$ cat config.mk
export PLATFORM = sky130hd
export DESIGN_NAME = rcms_top
export DESIGN_NICKNAME = d
export VERILOG_FILES = /design/src/logic/rcms_pkg.sv /design/src/logic/rcms_sync.sv /design/src/logic/rcms_clkdiv.sv /design/src/logic/rcms_top.sv
export VERILOG_INCLUDE_DIRS = /design/src /design/src/logic
export SDC_FILE = /design/constraint.sdc
export NUM_CORES = 1
export LEC_CHECK = 0
export BUFFER_PORTS_ARGS = -buffer_cell sky130_fd_sc_hd__buf_2
export CORE_MARGIN = 2
export CORE_UTILIZATION = 52
export DETAILED_ROUTE_END_ITERATION = 12
export GPL_TIMING_DRIVEN = 0
export PLACE_DENSITY = 0.77
export RECOVER_POWER = 50
export REMOVE_ABC_BUFFERS = 1
export SYNTH_ARGS = -nofsm -noshare
export SYNTH_HDL_FRONTEND = slang
export SYNTH_HIERARCHICAL = 1
export SYNTH_SLANG_ARGS = --single-unit
export TNS_END_PERCENT = 20
$ cat constraint.sdc
create_clock -name clk -period 2 [get_ports clk]
set_input_delay 0.1 -clock clk [delete_from_list [all_inputs] [get_ports clk]]
set_output_delay 0.1 -clock clk [all_outputs]
set_load 0.02 [all_outputs]
$ cat src/logic/rcms_consts.svh
// Timing constants of the reset, clock and mode-select block
// Counts are in system clock (divided) periods unless noted
`ifndef RCMS_CONSTS_SVH
`define RCMS_CONSTS_SVH

`define RCMS_DIV_RATIO 2
`define RCMS_SYNC_STAGES 2
`define RCMS_RST_HOLD_SYSCLK 2
`define RCMS_MODE_GAP_SYSCLK 4
`define RCMS_FETCH_HALF_SYSCLK 13
`define RCMS_WAIT_POLL_SYSCLK 5
`define RCMS_RST_MIN_SYSCLK 4
`define RCMS_CNT_W 5
`define RCMS_PIN_RST_VAL 1'h0
`define RCMS_RES_RST_VAL 1'h0

`endif

$ cat src/logic/rcms_pkg.sv
// Types of the reset, clock and mode-select block
// Assumes nothing beyond the constants header
package rcms_pkg;

	typedef enum logic [1:0] {
		RCMS_ST_RESET = 2'b00,
		RCMS_ST_BOOT = 2'b01,
		RCMS_ST_RUN = 2'b10,
		RCMS_ST_WAIT = 2'b11
	} rcms_state_t;

endpackage

$ cat src/logic/rcms_sync.sv
// Two-flop synchroniser for pin levels
// Assumes the inputs are slow levels, not single-cycle pulses
`timescale 1ns/1ps
module rcms_sync #(
	parameter int W = 2,
	parameter logic [W-1:0] RST_VAL = '0
) (
	input wire logic clk,
	input wire logic resetn,
	input wire logic [W-1:0] d,
	output logic [W-1:0] q
);

	logic [W-1:0] meta_q;

	// First stage feeds only the second stage
	always_ff @(posedge clk or negedge resetn) begin
		if (!resetn) begin
			meta_q <= RST_VAL;
			q <= RST_VAL;
		end else begin
			meta_q <= d;
			q <= meta_q;
		end
	end

endmodule

$ cat src/logic/rcms_clkdiv.sv
// Divide-by-two of the oscillator clock
// Assumes only the power-on reset stops it, never the reset pin
`timescale 1ns/1ps
module rcms_clkdiv (
	input wire logic clk,
	input wire logic resetn,
	output logic clk_half_q,
	output logic rise_next
);

	// Toggling flop gives an exact 50% duty cycle
	always_ff @(posedge clk or negedge resetn) begin
		if (!resetn) begin
			clk_half_q <= 1'h0;
		end else begin
			clk_half_q <= ~clk_half_q;
		end
	end

	assign rise_next = ~clk_half_q;

endmodule

$ cat src/logic/rcms_top.sv
// Reset output, system clock and mode selection of the processor core
// Assumes clk is the oscillator; reset_input_n and the mode pin are async
`timescale 1ns/1ps
`include "rcms_consts.svh"

// Contract
// Reset output active high, clock-synchronous
// Reset pulse whole periods, tracks input
// Reset output drops two periods after release
// Reset tied to mode pin gives enhanced
// Reset output still driven during bus hold
// System clock is oscillator divided by two
// System clock 50% duty, timing reference
// System clock runs during reset and hold
// Reset input aborts activity, clears, sleeps
// Reset input synchronised before use
// First fetch about 6.5 periods after release
// Source holds reset over four stable periods
// Mode pin sampled during and after reset
// Enhanced: high at release, low four later
// Any other sample pair gives compatible
// Reset makes mode pin an input
// Wait suspends if wait pin high
// Resample every five periods, resume when low
// Interrupts serviced while waiting if enabled
// Enhanced: pin is coprocessor busy input
module rcms_top
	import rcms_pkg::*;
#(
	parameter int DIV = `RCMS_DIV_RATIO,
	parameter int RST_HOLD = `RCMS_RST_HOLD_SYSCLK,
	parameter int MODE_GAP = `RCMS_MODE_GAP_SYSCLK,
	parameter int FETCH_HALF = `RCMS_FETCH_HALF_SYSCLK,
	parameter int WAIT_POLL = `RCMS_WAIT_POLL_SYSCLK
) (
	input wire logic clk,
	input wire logic resetn,
	input wire logic reset_input_n,
	input wire logic mode_pin_i,
	output logic mode_pin_o,
	output logic mode_pin_oe,
	input wire logic wait_start,
	input wire logic irq_pending,
	input wire logic irq_enable,
	input wire logic bus_hold,
	output logic system_reset_output,
	output logic system_clock_output,
	output logic enhanced_mode,
	output logic core_run,
	output logic fetch_start,
	output logic exec_suspended,
	output logic wait_done,
	output logic irq_take,
	output logic coproc_busy
);

	localparam int CW = `RCMS_CNT_W;
	localparam int SYNC = `RCMS_SYNC_STAGES;
	// Edges from pin release to the first read of the boot counter
	localparam int BOOT_LAT = SYNC + 2;
	localparam int RST_CLK = DIV * RST_HOLD;
	localparam int MODE_CLK = DIV * MODE_GAP;
	localparam int FETCH_CLK = (DIV * FETCH_HALF) / 2;
	localparam int POLL_CLK = DIV * WAIT_POLL;
	localparam logic [CW-1:0] DEASS_CNT = CW'(RST_CLK - BOOT_LAT);
	localparam logic [CW-1:0] MODE_CNT = CW'(MODE_CLK - 1);
	localparam logic [CW-1:0] FETCH_CNT = CW'(FETCH_CLK - BOOT_LAT);
	localparam logic [CW-1:0] POLL_MAX = CW'(POLL_CLK - 1);

	rcms_state_t state_q;
	logic [CW-1:0] cnt_q;
	logic res_sync;
	logic pin_sync;
	logic first_sample_q;
	logic clk_rise_next;
	logic boot_cnt_end;
	logic poll_hit;

	// Reset pin and mode pin share one synchroniser
	rcms_sync #(
		.W(2),
		.RST_VAL({`RCMS_RES_RST_VAL, `RCMS_PIN_RST_VAL})
	) u_sync (
		.clk(clk),
		.resetn(resetn),
		.d({reset_input_n, mode_pin_i}),
		.q({res_sync, pin_sync})
	);

	// Only power-on stops the divider, so it runs through reset and hold
	rcms_clkdiv u_div (
		.clk(clk),
		.resetn(resetn),
		.clk_half_q(system_clock_output),
		.rise_next(clk_rise_next)
	);

	assign boot_cnt_end = (cnt_q == FETCH_CNT);
	assign poll_hit = (cnt_q == POLL_MAX);

	// Sequencer; a low synchronised reset pin wins from every state
	always_ff @(posedge clk or negedge resetn) begin
		if (!resetn) begin
			state_q <= RCMS_ST_RESET;
		end else if (!res_sync) begin
			state_q <= RCMS_ST_RESET;
		end else begin
			unique case (state_q)
				RCMS_ST_RESET: begin
					state_q <= RCMS_ST_BOOT;
				end
				RCMS_ST_BOOT: begin
					if (boot_cnt_end) begin
						state_q <= RCMS_ST_RUN;
					end
				end
				RCMS_ST_RUN: begin
					if (wait_start && !enhanced_mode && pin_sync) begin
						state_q <= RCMS_ST_WAIT;
					end
				end
				RCMS_ST_WAIT: begin
					if (irq_pending && irq_enable) begin
						state_q <= RCMS_ST_RUN;
					end else if (poll_hit && !pin_sync) begin
						state_q <= RCMS_ST_RUN;
					end
				end
			endcase
		end
	end

	// Shared counter: boot timing, then wait polling
	always_ff @(posedge clk or negedge resetn) begin
		if (!resetn) begin
			cnt_q <= '0;
		end else if (!res_sync || state_q == RCMS_ST_RESET) begin
			cnt_q <= '0;
		end else if (state_q == RCMS_ST_BOOT) begin
			cnt_q <= cnt_q + CW'(1);
		end else if (state_q == RCMS_ST_WAIT && !poll_hit) begin
			cnt_q <= cnt_q + CW'(1);
		end else begin
			cnt_q <= '0;
		end
	end

	// Reset output follows the pin length in whole clock edges.
	// Bus hold is deliberately not an input here: never floated.
	always_ff @(posedge clk or negedge resetn) begin
		if (!resetn) begin
			system_reset_output <= 1'h1;
		end else if (!res_sync) begin
			system_reset_output <= 1'h1;
		end else if (state_q == RCMS_ST_BOOT && cnt_q == DEASS_CNT) begin
			system_reset_output <= 1'h0;
		end
	end

	// First mode sample at the release, second four periods later
	always_ff @(posedge clk or negedge resetn) begin
		if (!resetn) begin
			first_sample_q <= 1'h0;
		end else if (state_q == RCMS_ST_RESET && res_sync) begin
			first_sample_q <= pin_sync;
		end
	end

	// Reset tied to the pin reads high then low, giving enhanced
	always_ff @(posedge clk or negedge resetn) begin
		if (!resetn) begin
			enhanced_mode <= 1'h0;
		end else if (!res_sync) begin
			enhanced_mode <= 1'h0;
		end else if (state_q == RCMS_ST_BOOT && cnt_q == MODE_CNT) begin
			enhanced_mode <= first_sample_q && !pin_sync;
		end
	end

	// Pin is never driven by this block; reset forces input direction
	always_ff @(posedge clk or negedge resetn) begin
		if (!resetn) begin
			mode_pin_oe <= 1'h0;
			mode_pin_o <= 1'h0;
		end else begin
			mode_pin_oe <= 1'h0;
			mode_pin_o <= 1'h0;
		end
	end

	// Core status and one-cycle event pulses
	always_ff @(posedge clk or negedge resetn) begin
		if (!resetn) begin
			core_run <= 1'h0;
			fetch_start <= 1'h0;
			exec_suspended <= 1'h0;
			wait_done <= 1'h0;
			irq_take <= 1'h0;
		end else if (!res_sync) begin
			core_run <= 1'h0;
			fetch_start <= 1'h0;
			exec_suspended <= 1'h0;
			wait_done <= 1'h0;
			irq_take <= 1'h0;
		end else begin
			fetch_start <= state_q == RCMS_ST_BOOT && boot_cnt_end;
			core_run <= state_q == RCMS_ST_RUN ||
				(state_q == RCMS_ST_BOOT && boot_cnt_end);
			exec_suspended <= (state_q == RCMS_ST_RUN && wait_start &&
				!enhanced_mode && pin_sync) ||
				(state_q == RCMS_ST_WAIT && !(irq_pending && irq_enable) &&
				!(poll_hit && !pin_sync));
			// WAIT with a low pin or in enhanced mode completes at once
			wait_done <= (state_q == RCMS_ST_RUN && wait_start &&
				(enhanced_mode || !pin_sync)) ||
				(state_q == RCMS_ST_WAIT && !(irq_pending && irq_enable) &&
				poll_hit && !pin_sync);
			irq_take <= state_q == RCMS_ST_WAIT && irq_pending &&
				irq_enable;
		end
	end

	// Busy level for floating-point issue, only in enhanced mode
	always_ff @(posedge clk or negedge resetn) begin
		if (!resetn) begin
			coproc_busy <= 1'h0;
		end else begin
			coproc_busy <= enhanced_mode && pin_sync;
		end
	end

	AST_RST_ACTIVE: assert property (@(posedge clk) disable iff (!resetn)
		!res_sync |=> system_reset_output)
		else $error("reset output not asserted for held reset input");

	AST_RST_HOLD: assert property (@(posedge clk) disable iff (!resetn)
		$rose(res_sync) |=> system_reset_output)
		else $error("reset output dropped too early");

	AST_RST_DEASSERT: assert property (@(posedge clk)
		disable iff (!resetn)
		$rose(res_sync) ##1 res_sync ##1 res_sync |-> !system_reset_output)
		else $error("reset output not released two periods after input");

	// Needs one edge out of power-on reset before the divider moves
	AST_CLK_TOGGLE: assert property (@(posedge clk) disable iff (!resetn)
		$past(resetn) |-> system_clock_output != $past(system_clock_output))
		else $error("system clock stopped toggling");

	AST_FETCH_TIME: assert property (@(posedge clk) disable iff (!resetn)
		fetch_start |-> $past(res_sync, 11) && !$past(res_sync, 12))
		else $error("first fetch at wrong distance from release");

	AST_MODE_PICK: assert property (@(posedge clk) disable iff (!resetn)
		fetch_start |-> enhanced_mode ==
			($past(pin_sync, 11) && !$past(pin_sync, 3)))
		else $error("mode chosen from wrong pin samples");

	AST_WAIT_SUSPEND: assert property (@(posedge clk)
		disable iff (!resetn)
		state_q == RCMS_ST_RUN && res_sync && wait_start && !enhanced_mode &&
		pin_sync |=> exec_suspended)
		else $error("wait with high pin did not suspend");

	AST_WAIT_RESUME: assert property (@(posedge clk) disable iff (!resetn)
		$fell(exec_suspended) && wait_done |->
			!$past(pin_sync) && $past(cnt_q) == POLL_MAX)
		else $error("resumed off the poll point or with high pin");

	AST_IRQ_WAIT: assert property (@(posedge clk) disable iff (!resetn)
		irq_take |-> $past(exec_suspended) && $past(irq_pending) &&
			$past(irq_enable))
		else $error("interrupt taken outside an enabled wait");

	AST_BUSY_PASS: assert property (@(posedge clk) disable iff (!resetn)
		enhanced_mode |=> coproc_busy == $past(pin_sync))
		else $error("busy level not passed in enhanced mode");

	AST_PIN_INPUT: assert property (@(posedge clk) disable iff (!resetn)
		system_reset_output |-> !mode_pin_oe)
		else $error("mode pin driven during reset");

	AST_RST_FOLLOW: assert property (@(posedge clk)
		disable iff (!resetn)
		res_sync && !system_reset_output |=> !system_reset_output)
		else $error("reset output rose with the input released");

	AST_RST_SYNCED: assert property (@(posedge clk)
		disable iff (!resetn)
		$rose(system_reset_output) |-> !$past(res_sync))
		else $error("reset output rose without a synchronised low input");

	AST_CORE_CLEAR: assert property (@(posedge clk)
		disable iff (!resetn)
		!res_sync |=> !core_run && !exec_suspended && !fetch_start)
		else $error("core activity survived a held reset input");

	AST_MODE_CLEAR: assert property (@(posedge clk)
		disable iff (!resetn)
		!res_sync |=> !enhanced_mode)
		else $error("mode not cleared by a held reset input");

	AST_MODE_STABLE: assert property (@(posedge clk)
		disable iff (!resetn)
		res_sync && !(state_q == RCMS_ST_BOOT && cnt_q == MODE_CNT) |=>
			$stable(enhanced_mode))
		else $error("mode changed outside its sample point");

	AST_FETCH_PULSE: assert property (@(posedge clk)
		disable iff (!resetn)
		fetch_start |=> !fetch_start)
		else $error("first fetch pulse longer than one cycle");

	AST_FETCH_RUN: assert property (@(posedge clk)
		disable iff (!resetn)
		fetch_start |-> core_run)
		else $error("first fetch without the core running");

	AST_SUSP_COMPAT: assert property (@(posedge clk)
		disable iff (!resetn)
		exec_suspended |-> !enhanced_mode)
		else $error("suspended on the pin in enhanced mode");

	AST_POLL_RANGE: assert property (@(posedge clk)
		disable iff (!resetn)
		state_q == RCMS_ST_WAIT |-> cnt_q <= POLL_MAX)
		else $error("poll counter beyond its period");

	AST_WAIT_HOLD: assert property (@(posedge clk)
		disable iff (!resetn)
		state_q == RCMS_ST_WAIT && res_sync && pin_sync &&
			!(irq_pending && irq_enable) |=> exec_suspended)
		else $error("resumed while the pin was still high");

	AST_IRQ_NO_DONE: assert property (@(posedge clk)
		disable iff (!resetn)
		irq_take |-> !wait_done)
		else $error("interrupt exit also flagged wait completion");

	AST_BUSY_COMPAT: assert property (@(posedge clk)
		disable iff (!resetn)
		!enhanced_mode |=> !coproc_busy)
		else $error("busy level passed in compatible mode");

	AST_ENH_WAIT: assert property (@(posedge clk)
		disable iff (!resetn)
		state_q == RCMS_ST_RUN && res_sync && wait_start && enhanced_mode |=>
			wait_done && !exec_suspended)
		else $error("wait in enhanced mode did not complete at once");

	COV_SUSPEND: cover property (@(posedge clk) disable iff (!resetn)
		$rose(exec_suspended));

	COV_ENHANCED: cover property (@(posedge clk) disable iff (!resetn)
		fetch_start && enhanced_mode);

	COV_WAIT_POLL: cover property (@(posedge clk) disable iff (!resetn)
		$fell(exec_suspended) && wait_done);

	COV_WAIT_IRQ: cover property (@(posedge clk) disable iff (!resetn)
		irq_take);

	COV_HOLD_RUN: cover property (@(posedge clk) disable iff (!resetn)
		bus_hold && core_run && clk_rise_next);

endmodule

==> results by group, run 1 <==
Setup path
  • R2R Path End: state_q[0]$_DFFE_PN0P_
  • Category of the most critical setup path: reg -> reg
  • Crit path max fanout: 5
  • Buf/Inv on CP: 0
  • Nature of the critical path endpoint: register
  • Launch instance of the worst register-to-register path: cnt_q[0]$_DFF_PN0_
  • Ordered cell list for the critical path: ha_1 > and4bb_1 > a221o_1 > a31oi_1
  • Critical-path top delay cell: sky130_fd_sc_hd__dfrtp_1
  • Worst setup path endpoint: state_q[0]$_DFFE_PN0P_
  • Arr. time, crit path: 1670 ps
  • Reg2reg path depth: 4
  • Startpoint Class: register
  • Family with the most delay on the worst path: compound AO/OA/AOI/OAI gates
  • Cell count along the critical path: 4
  • Required @ worst endpoint: 2230 ps
  • Worst path max stage delay: 440 ps
  • Critical path origin: cnt_q[0]$_DFF_PN0_
  • R2r setup slk: 560 ps

Route
  • Routed via count: 630
  • Antenna Nets Post-Route: 0
  • Drt total wl: 1410 µm
  • DRC violation count after routing: 0
  • Via-to-Cell Ratio: 5.08
  • Number of DRC violations after detailed-routing iteration 0: 4
  • Average wire per cell in the routed design: 11.3 µm
  • Number of search-and-repair iterations in the first detailed-routing pass: 4

Die
  • Full die area: 0.00213 mm²
  • Starting density of the core: 54.2%
  • Placeable core region: 0.00171 mm²
  • Die W: 46.2 µm
  • Die height: 46.2 µm
  • Row cnt: 15
  • IO Pins: 19

Clock network
  • TritonCTS Buffers: 3
  • Cell at the root of the clock tree: sky130_fd_sc_hd__clkbuf_4
  • Worst-path clk slew: 110 ps
  • Number of clock sinks seen by CTS: 21
  • Skew-Pair Late Insertion Delay: 300 ps
  • Post-CTS setup buffer count: 0
  • Maximum root-to-sink buffer count: 2
  • CTS tree: done
  • Number of gates resized after CTS: 0
  • H-tree depth: 1
  • Count of hold buffers inserted by post-cts repair: 3

Cells and area
  • Fill cells: 155
  • Syn-to-layout area delta: 14.1%
  • Final Core Density: 61.8%
  • Share of final-layout standard cells stronger than drive strength 1: 23.2%
  • Final non-filler cell total: 124
  • Nets: 111
  • Antenna diodes: 0
  • Post-route cell area: 0.00106 mm²

Placement
  • DP Cell Count: 117
  • Routability Congestion: 0.901
  • Port Buffers: 15
  • HPWL Detailed: 1020 µm
  • Area after detailed placement: 1000 µm²

STA
  • WHS: 39.8 ps
  • Unrepaired setup endpoints after global routing: false
  • Tmin final: 1440 ps
  • Portion of the clock cycle consumed by the worst path in the final layout: 72.2%
  • Slew at the pin with the worst max-slew slack: 1050 ps
  • Accumulated negative setup slack: 0 ps
  • Final-report hold violation count: 0
  • Slew Limit Fails: 0
  • Worst Clk Skew: 4.08 ps
  • Slew HR: 30.0%
  • Total setup violations reported at the end of the flow: 0
  • Peak clock frequency supported by timing: 693 MHz

GRT
  • Vias in the first global route: 548
  • Global-route wire length before repair: 2240 µm
  • Initial antenna violation count: 0
  • Gr usage total: 15.3%
  • Overflow left after global routing: 0
  • Largest net degree at the start of global routing: 22

Flow run
  • Max-capacitance violation count: 0

Power
  • Leak Pwr: 0.000527 µW
  • Largest voltage drop on the vdd net: 0.317 mV
  • Power density cells: 659 mW/mm²

Worst hold path
  • Beginning of the worst hold path: irq_pending
  • Hold crit path type: in -> reg

Synth
  • Mean post-synth cell area: 11.4 µm²
  • Number of synthesis warnings: 6
  • Distinct cell type count of the synthesized netlist: 34
  • Cells after Synth: 81
  • Total standard cell area after synthesis: 926 µm²
  • Sequential share of the synthesized area: 56.9%
  • Count of state elements after synthesis: 21

Status
  • Result of the run: completed
-- worst min-delay path by stage --
| stage | end | slack (ps) | cells past startpoint |
|---|---|---|---|
| floorplan | cnt_q[0]$_DFF_PN0_ | -200 | 0 |
| global route | irq_take$_DFF_PN0_ | 20 | 3 |
| detailed placement | fetch_start$_DFF_PN0_ | 70 | 1 |
| CTS | irq_take$_DFF_PN0_ | 30 | 3 |
| global placement | coproc_busy$_DFF_PN0_ | 70 | 1 |
| finish | irq_take$_DFF_PN0_ | 40 | 3 |
-- cells in the final DEF, fill, tap and decap left out, types with 2 or more instances in the layout --
cell type	count
sky130_fd_sc_hd__ha_1	3
sky130_fd_sc_hd__nand2_1	4
sky130_fd_sc_hd__inv_1	5
sky130_fd_sc_hd__nor3_1	2
sky130_fd_sc_hd__buf_2	14
sky130_fd_sc_hd__nand2b_1	2
sky130_fd_sc_hd__xor2_1	2
sky130_fd_sc_hd__conb_1	2
sky130_fd_sc_hd__nor2_1	8
sky130_fd_sc_hd__nor2b_1	2
sky130_fd_sc_hd__dfrtp_1	20
sky130_fd_sc_hd__clkbuf_4	3
sky130_fd_sc_hd__a21o_1	2
sky130_fd_sc_hd__dlygate4sd3_1	3
sky130_fd_sc_hd__nand3_1	6
-- cell usage after synthesis (all sizes together) --
cell type | n | area share (%)
a31oi | 1 | 0.68
buf | 5 | 3.9
a22oi | 1 | 0.81
xor2 | 2 | 1.9
nand2b | 2 | 1.4
o2111ai | 1 | 0.95
nand2 | 4 | 1.6
inv | 6 | 2.4
o31ai | 1 | 1.4
mux2 | 1 | 1.2
a221o | 1 | 1.1
nor3 | 2 | 1.1
a21oi | 1 | 0.54
or4b | 1 | 1.5
ha | 3 | 4.1
conb | 1 | 0.41
o211ai | 1 | 1.4
o41ai | 1 | 0.95
o21ai | 1 | 0.54
a21o | 2 | 1.6
dfrtp | 20 | 54
nand3 | 6 | 3.2
nor2b | 2 | 1.4
xnor2 | 1 | 0.95
nand4bb | 1 | 1.2
dfstp | 1 | 2.8
and2 | 1 | 0.68
nand3b | 1 | 0.81
nor2 | 8 | 3.2
o32ai | 1 | 0.95
and4bb | 1 | 1.4
-- worst min-delay path, cell delays in order --
cell,delay [ps]
sky130_fd_sc_hd__buf_2,100
sky130_fd_sc_hd__nand3_1,70
sky130_fd_sc_hd__nor2_1,40
-- sequential cells by signal, summed over array words and instances (netlist names) --
name,count
cnt_q,5
enhanced_mode,1
irq_take,1
system_reset_output,1
first_sample_q,1
core_run,1
state_q,2
u_sync/q,2
u_div/clk_half_q,1
exec_suspended,1
fetch_start,1
wait_done,1
u_sync/meta_q,2
coproc_busy,1
-- per-layer routing --
metal  routed length [µm]  global-route usage (%)
met2                  654                    23.6
met5                    0                       0
met1                  639                    18.8
met4                   48                    10.3
met3                   64                    3.53
-- layout make-up --
type                    count  area [µm²]  area share [%]
well taps                  25        31.3            2.96
repair buffers             18         104            9.83
clock buffers               3        22.5            2.13
flip-flops and latches     21         527            49.9
inverters                   6        22.5            2.13
multi-input cells          50         344            32.6
clock inverters             1        5.00           0.474
-- cell families (layout without fill, tap and decap cells) --
kind of cell	Yosys count	in the layout	share of synthesized area, %
AND/OR/NAND/NOR	29	29	17.4
flip-flops	21	21	56.9
AO/OA/AOI/OAI	12	12	10.8
buffers and inverters	11	28	6.35
adder cells (fa/ha/maj)	3	3	4.05
XOR/XNOR	3	3	2.84
other	1	2	0.405
multiplexers	1	1	1.22
-- metrics by stage --
step | worst slack, ps | total power, µW
floorplan | 645 | 482
global placement | 586 | 503
detailed placement | 581 | 505
CTS | 554 | 708
global route | 491 | 730
finish | 556 | 696
-- report_power, final --
group | internal [µW] | switching (µW) | leakage (µW) | total, µW
logic | 21.2 | 29.9 | 0.000239 | 51.1
registers | 437 | 11.3 | 0.000270 | 448
clock network | 74.6 | 122 | 0.0000177 | 197
total | 533 | 163 | 0.000527 | 696
Note: power is estimated with default switching activity, not from simulation.
==> inputs of run 2 (changes only) <==
- CORE_UTILIZATION: 52 -> 47
- PLACE_DENSITY: 0.77 -> 0.74
- clock period: 2 -> 1.3 ns (I/O delays scaled with it)
==> run 2 against run 1 <==
The run now ends with setup timing left. Worst setup slack worse by 610 ps. Largest power group unchanged. Clock power up 53%. Critical path depth unchanged. Power up 55%. Non-clock buffer count up 4. Sequential power up 54%. Die area up 9.7%. Critical path type unchanged. Sequential cell count unchanged. Utilization down 3.7 points. Clock skew down 2.1 ps. Clock-buffer cell count up 1. Fmax up 6.8%.
==> results by group, run 2 (same netlist as run 1, synthesis figures left out) <==
Setup path
  • R2R Path End: state_q[0]$_DFFE_PN0P_
  • Nature of the critical path endpoint: register
  • Buf/Inv on CP: 0
  • Category of the most critical setup path: reg -> reg
  • Ordered cell list for the critical path: ha_4 > and4bb_2 > a221o_1 > a31oi_1
  • Crit path max fanout: 4
  • Critical-path top delay cell: sky130_fd_sc_hd__dfrtp_1
  • Arr. time, crit path: 1570 ps
  • Launch instance of the worst register-to-register path: cnt_q[0]$_DFF_PN0_
  • Worst path max stage delay: 430 ps
  • Critical path origin: cnt_q[0]$_DFF_PN0_
  • Reg2reg path depth: 4
  • Family with the most delay on the worst path: flip-flops
  • R2r setup slk: -50 ps
  • Required @ worst endpoint: 1520 ps
  • Startpoint Class: register

STA
  • Peak clock frequency supported by timing: 740 MHz
  • Unrepaired setup endpoints after global routing: true
  • Slew HR: 66.5%
  • Portion of the clock cycle consumed by the worst path in the final layout: 104%
  • Minimum setup slack in the final design: -51.6 ps
  • Slew Limit Fails: 0
  • Slew at the pin with the worst max-slew slack: 503 ps
  • Tmin final: 1350 ps
  • Final-report hold violation count: 0
  • Total setup violations reported at the end of the flow: 2
  • Worst Clk Skew: 1.96 ps
  • Accumulated negative setup slack: -102 ps

GRT
  • Vias in the first global route: 651
  • Initial antenna violation count: 0
  • Global-route wire length before repair: 2620 µm
  • Gr usage total: 14.3%
  • Largest net degree at the start of global routing: 22
  • Overflow left after global routing: 0

Route
  • Antenna Nets Post-Route: 0
  • DRC violation count after routing: 0
  • Routed via count: 650
  • Via-to-Cell Ratio: 5.00
  • Number of DRC violations after detailed-routing iteration 0: 8
  • Number of search-and-repair iterations in the first detailed-routing pass: 2
  • Drt total wl: 1540 µm
  • Average wire per cell in the routed design: 11.8 µm

Clock network
  • TritonCTS Buffers: 3
  • Skew-Pair Late Insertion Delay: 290 ps
  • Worst-path clk slew: 110 ps
  • Cell at the root of the clock tree: sky130_fd_sc_hd__clkbuf_4
  • Maximum root-to-sink buffer count: 2
  • H-tree depth: 1
  • Number of clock sinks seen by CTS: 21
  • CTS tree: done

Worst hold path
  • Cell count of the worst hold path: 3
  • Beginning of the worst hold path: irq_pending
  • WHS Endpoint: irq_take$_DFF_PN0_
  • Hold crit path type: in -> reg

Placement
  • HPWL Detailed: 1070 µm
  • DP Cell Count: 119
  • Port Buffers: 15
  • Routability Congestion: 0.820

Cells and area
  • Commonest non-fill, non-tap cells in the layout: 16 x sky130_fd_sc_hd__dfrtp_1, 14 x sky130_fd_sc_hd__buf_2, 8 x sky130_fd_sc_hd__nor2_1
  • Syn-to-layout area delta: 19.5%
  • Antenna diodes: 0
  • Nets: 115
  • Register with the most flip-flops: cnt_q
  • Most common cell after layout, fill and taps aside: sky130_fd_sc_hd__dfrtp_1
  • Fill cells: 164
  • Largest register FFs: 5
  • Final non-filler cell total: 130
  • Final Core Density: 58.2%
  • Share of final-layout standard cells stronger than drive strength 1: 33.0%

Status
  • Failing checks: setup timing
  • Result of the run: finished, violations left

Die
  • Full die area: 0.00234 mm²
  • Die height: 48.4 µm
  • Placeable core region: 0.00190 mm²
  • Starting density of the core: 48.7%
  • IO Pins: 19
  • Row cnt: 16
  • Die W: 48.4 µm

Power
  • Post-layout total power: 1080 µW
  • Largest voltage drop on the vdd net: 0.683 mV
  • Power density cells: 979 mW/mm²
  • Leak Pwr: 0.000541 µW

Flow run
  • Max-capacitance violation count: 0
## run 2: cell count changes in the layout (fill, tap and decap cells not counted)
cell	delta
sky130_fd_sc_hd__ha_4	+1
sky130_fd_sc_hd__buf_4	+4
sky130_fd_sc_hd__and4bb_1	-1
sky130_fd_sc_hd__clkbuf_2	+1
sky130_fd_sc_hd__dfrtp_2	+4
sky130_fd_sc_hd__dfrtp_1	-4
sky130_fd_sc_hd__ha_1	-1
sky130_fd_sc_hd__and4bb_2	+1
sky130_fd_sc_hd__clkinv_2	-1
sky130_fd_sc_hd__inv_2	+1
sky130_fd_sc_hd__inv_1	-1
## run 2: power by group
part | switching [µW] | leakage (µW) | internal [µW]
sequential | 18.1 | 0.000265 | 673
combinational | 50.5 | 0.000261 | 38.6
clock | 183 | 0.0000150 | 119
## run 2: cell type report
cell class	instances	area (µm²)	share of cell area, %
Tap cell	27	33.8	3.05
Multi-Input combinational cell	50	357	32.2
Inverter	6	22.5	2.04
Timing Repair Buffer	22	135	12.2
Clock buffer	4	26.3	2.38
Sequential cell	21	532	48.1
## run 2: through the flow
step	setup slack [ps]	cell area (µm²)	hold WS, ps
global route	-127	1110	8.17
finish	-51.6	1110	17.4
floorplan	-55.4	893	-231
CTS	-61.0	1100	3.33
global placement	-107	1000	31.5
detailed placement	-125	1000	43.7
## run 2: how the worst max path moves through the flow
stage | endpoint | slack, ps | cells past startpoint
6_report | state_q[0]$_DFFE_PN0P_ | -50 | 4
5_1_grt | state_q[0]$_DFFE_PN0P_ | -130 | 5
4_1_cts | state_q[0]$_DFFE_PN0P_ | -60 | 4
3_5_place_dp | state_q[0]$_DFFE_PN0P_ | -130 | 4
3_3_place_gp | enhanced_mode$_DFFE_PN0P_ | -110 | 3
2_1_floorplan | enhanced_mode$_DFFE_PN0P_ | -60 | 3
## run 2: worst register-to-register path: cells and delay by family (launching register included)
family,cells,cell delay [ps]
adder cells (fa/ha/maj),1,170
AO/OA/AOI/OAI,2,430
flip-flops,1,430
AND/OR/NAND/NOR,1,250
## run 2: timing repair
item / CTS / global route
gates resized for setup: 6 / 2
endpoints found under the hold margin: 22 / 0
endpoints found under the setup margin: 9 / 9
hold buffers: 3 / 0
pin swaps: 2 / 1
buffers inserted: 3 / 1
## run 2: metal layers
metal  part of all wire (%)  up-vias  global-route usage, %
met1                     44      312                   16.5
met2                     50       18                   25.2
met5                      0        -                      0
li1                       -      318                      -
met4                    1.2        0                   6.67
met3                    4.6        2                   3.40
==> inputs of run 3 (changes only) <==
--- a/config.mk
+++ b/config.mk
@@ -15,4 +15,5 @@
 export RECOVER_POWER = 50
 export REMOVE_ABC_BUFFERS = 1
+export SKIP_CTS_REPAIR_TIMING = 1
 export SYNTH_ARGS = -nofsm -noshare
 export SYNTH_HDL_FRONTEND = slang
==> constraint.sdc (replaced) <==
create_clock -name clk -period 1.3 [get_ports clk]
set_input_delay 0.26 -clock clk [delete_from_list [all_inputs] [get_ports clk]]
set_output_delay 0.26 -clock clk [all_outputs]
set_load 0.02 [all_outputs]
==> run 3 against run 2 <==
The run still ends with setup timing left. Via count grew 0.46%. Clock-buffer cell count is the same. Critical path depth grew 1. Clock skew grew 3.0 ps. Final cell count grew 1.5%. Largest cell class unchanged.
==> results by group, run 3 (same netlist as run 1, synthesis figures left out) <==
Status
  • Failing checks: setup timing
  • Result of the run: finished, violations left

Die
  • Placeable core region: 0.00190 mm²
  • Full die area: 0.00234 mm²
  • Die height: 48.4 µm
  • Die W: 48.4 µm
  • IO Pins: 19
  • Starting density of the core: 48.7%
  • Row cnt: 16

STA
  • Total setup violations reported at the end of the flow: 9
  • Tmin final: 1400 ps
  • Unrepaired setup endpoints after global routing: true
  • Peak clock frequency supported by timing: 715 MHz
  • Minimum setup slack in the final design: -99.4 ps
  • Portion of the clock cycle consumed by the worst path in the final layout: 108%
  • Final-report hold violation count: 0
  • Accumulated negative setup slack: -356 ps
  • Slew Limit Fails: 0
  • Worst Clk Skew: 4.98 ps

Route
  • DRC violation count after routing: 0
  • Routed via count: 653
  • Antenna Nets Post-Route: 0
  • Number of search-and-repair iterations in the first detailed-routing pass: 5
  • Via-to-Cell Ratio: 4.95
  • Number of DRC violations after detailed-routing iteration 0: 9
  • Average wire per cell in the routed design: 11.6 µm
  • Drt total wl: 1540 µm

Setup path
  • Nature of the critical path endpoint: register
  • Crit path max fanout: 3
  • Category of the most critical setup path: reg -> reg
  • Startpoint Class: register
  • Required @ worst endpoint: 1490 ps
  • Arr. time, crit path: 1590 ps

Power
  • Largest voltage drop on the vdd net: 0.676 mV
  • Power density cells: 972 mW/mm²
  • Leak Pwr: 0.000554 µW

Clock network
  • H-tree depth: 1
  • Skew-Pair Late Insertion Delay: 300 ps
  • CTS tree: done
  • Worst-path clk slew: 110 ps
  • Maximum root-to-sink buffer count: 2
  • Cell at the root of the clock tree: sky130_fd_sc_hd__clkbuf_4
  • Number of clock sinks seen by CTS: 21
  • TritonCTS Buffers: 3

Placement
  • HPWL Detailed: 1070 µm
  • Routability Congestion: 0.820
  • Worst Setup Slack post-DPL: -125 ps
  • Port Buffers: 15

GRT
  • Largest net degree at the start of global routing: 22
  • Vias in the first global route: 615
  • Initial antenna violation count: 0
  • Gr usage total: 13.5%
  • Global-route wire length before repair: 2440 µm
  • Overflow left after global routing: 0

Cells and area
  • Register with the most flip-flops: cnt_q
  • Share of final-layout standard cells stronger than drive strength 1: 36.2%
  • Final Core Density: 58.4%
  • Antenna diodes: 0
  • Largest register FFs: 5
  • Commonest non-fill, non-tap cells in the layout: 17 x sky130_fd_sc_hd__dfrtp_1, 14 x sky130_fd_sc_hd__buf_2, 8 x sky130_fd_sc_hd__nor2_1, 8 x sky130_fd_sc_hd__buf_4, 6 x sky130_fd_sc_hd__nand3_1
  • Nets: 117
  • Most common cell after layout, fill and taps aside: sky130_fd_sc_hd__dfrtp_1
  • Syn-to-layout area delta: 19.9%

Worst hold path
  • Hold crit path type: in -> reg

Flow run
  • Max-capacitance violation count: 0
==> run 3: cell count changes in the layout (fill, tap and decap cells not counted), sizes merged <==
cell         change
buf              +4
dlygate4sd3      -2
==> run 3: report_power, final <==
group          switching [µW]  internal [µW]
sequential               18.5            673
clock                     185            120
combinational            47.9           34.7
total                     251            827
==> run 3: routing by layer <==
metal,GRT usage [%],part of all wire (%),up-vias
li1,-,-,321
met1,15.9,44,310
met2,22.2,50,20
met3,3.40,5.1,2
met4,8.10,1.4,0
met5,0,0,-
==> run 3: final cells by class <==
type	instances	area, µm²
inverters	6	22.5
flip-flops and latches	21	531
clock buffers	4	26.3
well taps	27	33.8
multi-input cells	50	352
repair buffers	24	145
fillers	163	792
==> run 3: stage by stage <==
step / total power [µW] / hold slack [ps] / std cells / instance area (µm²)
finish: 1080 / 60.6 / 132 / 1110
global route: 1140 / 34.5 / 132 / 1110
CTS: 1090 / -102 / 123 / 1030
detailed placement: 779 / 239 / 119 / 1000
global placement: 775 / 226 / 119 / 1000
floorplan: 742 / -35.6 / 77 / 893
==> run 3: final timing paths <==
kind / from / to / slack (ps) / cells past startpoint
min in group asynchronous: resetn / exec_suspended$_DFF_PN0_ / 440 / 2
setup / recovery: cnt_q[1]$_DFF_PN0_ / wait_done$_DFF_PN0_ / -100 / 5
hold / removal: reset_input_n / u_sync/meta_q[1]$_DFF_PN0_ / 60 / 1
hold reg to reg: u_sync/meta_q[1]$_DFF_PN0_ / u_sync/q[1]$_DFF_PN0_ / 360 / 0
setup reg to reg: cnt_q[1]$_DFF_PN0_ / wait_done$_DFF_PN0_ / -100 / 5
max in group asynchronous: resetn / state_q[1]$_DFFE_PN0P_ / 490 / 2
==> run 3: critical path: stages (launching register included) <==
cell	delay [ps]
sky130_fd_sc_hd__dfrtp_1	420
sky130_fd_sc_hd__inv_2	70
sky130_fd_sc_hd__ha_2	170
sky130_fd_sc_hd__buf_4	100
sky130_fd_sc_hd__nand4bb_1	170
sky130_fd_sc_hd__o41ai_1	370
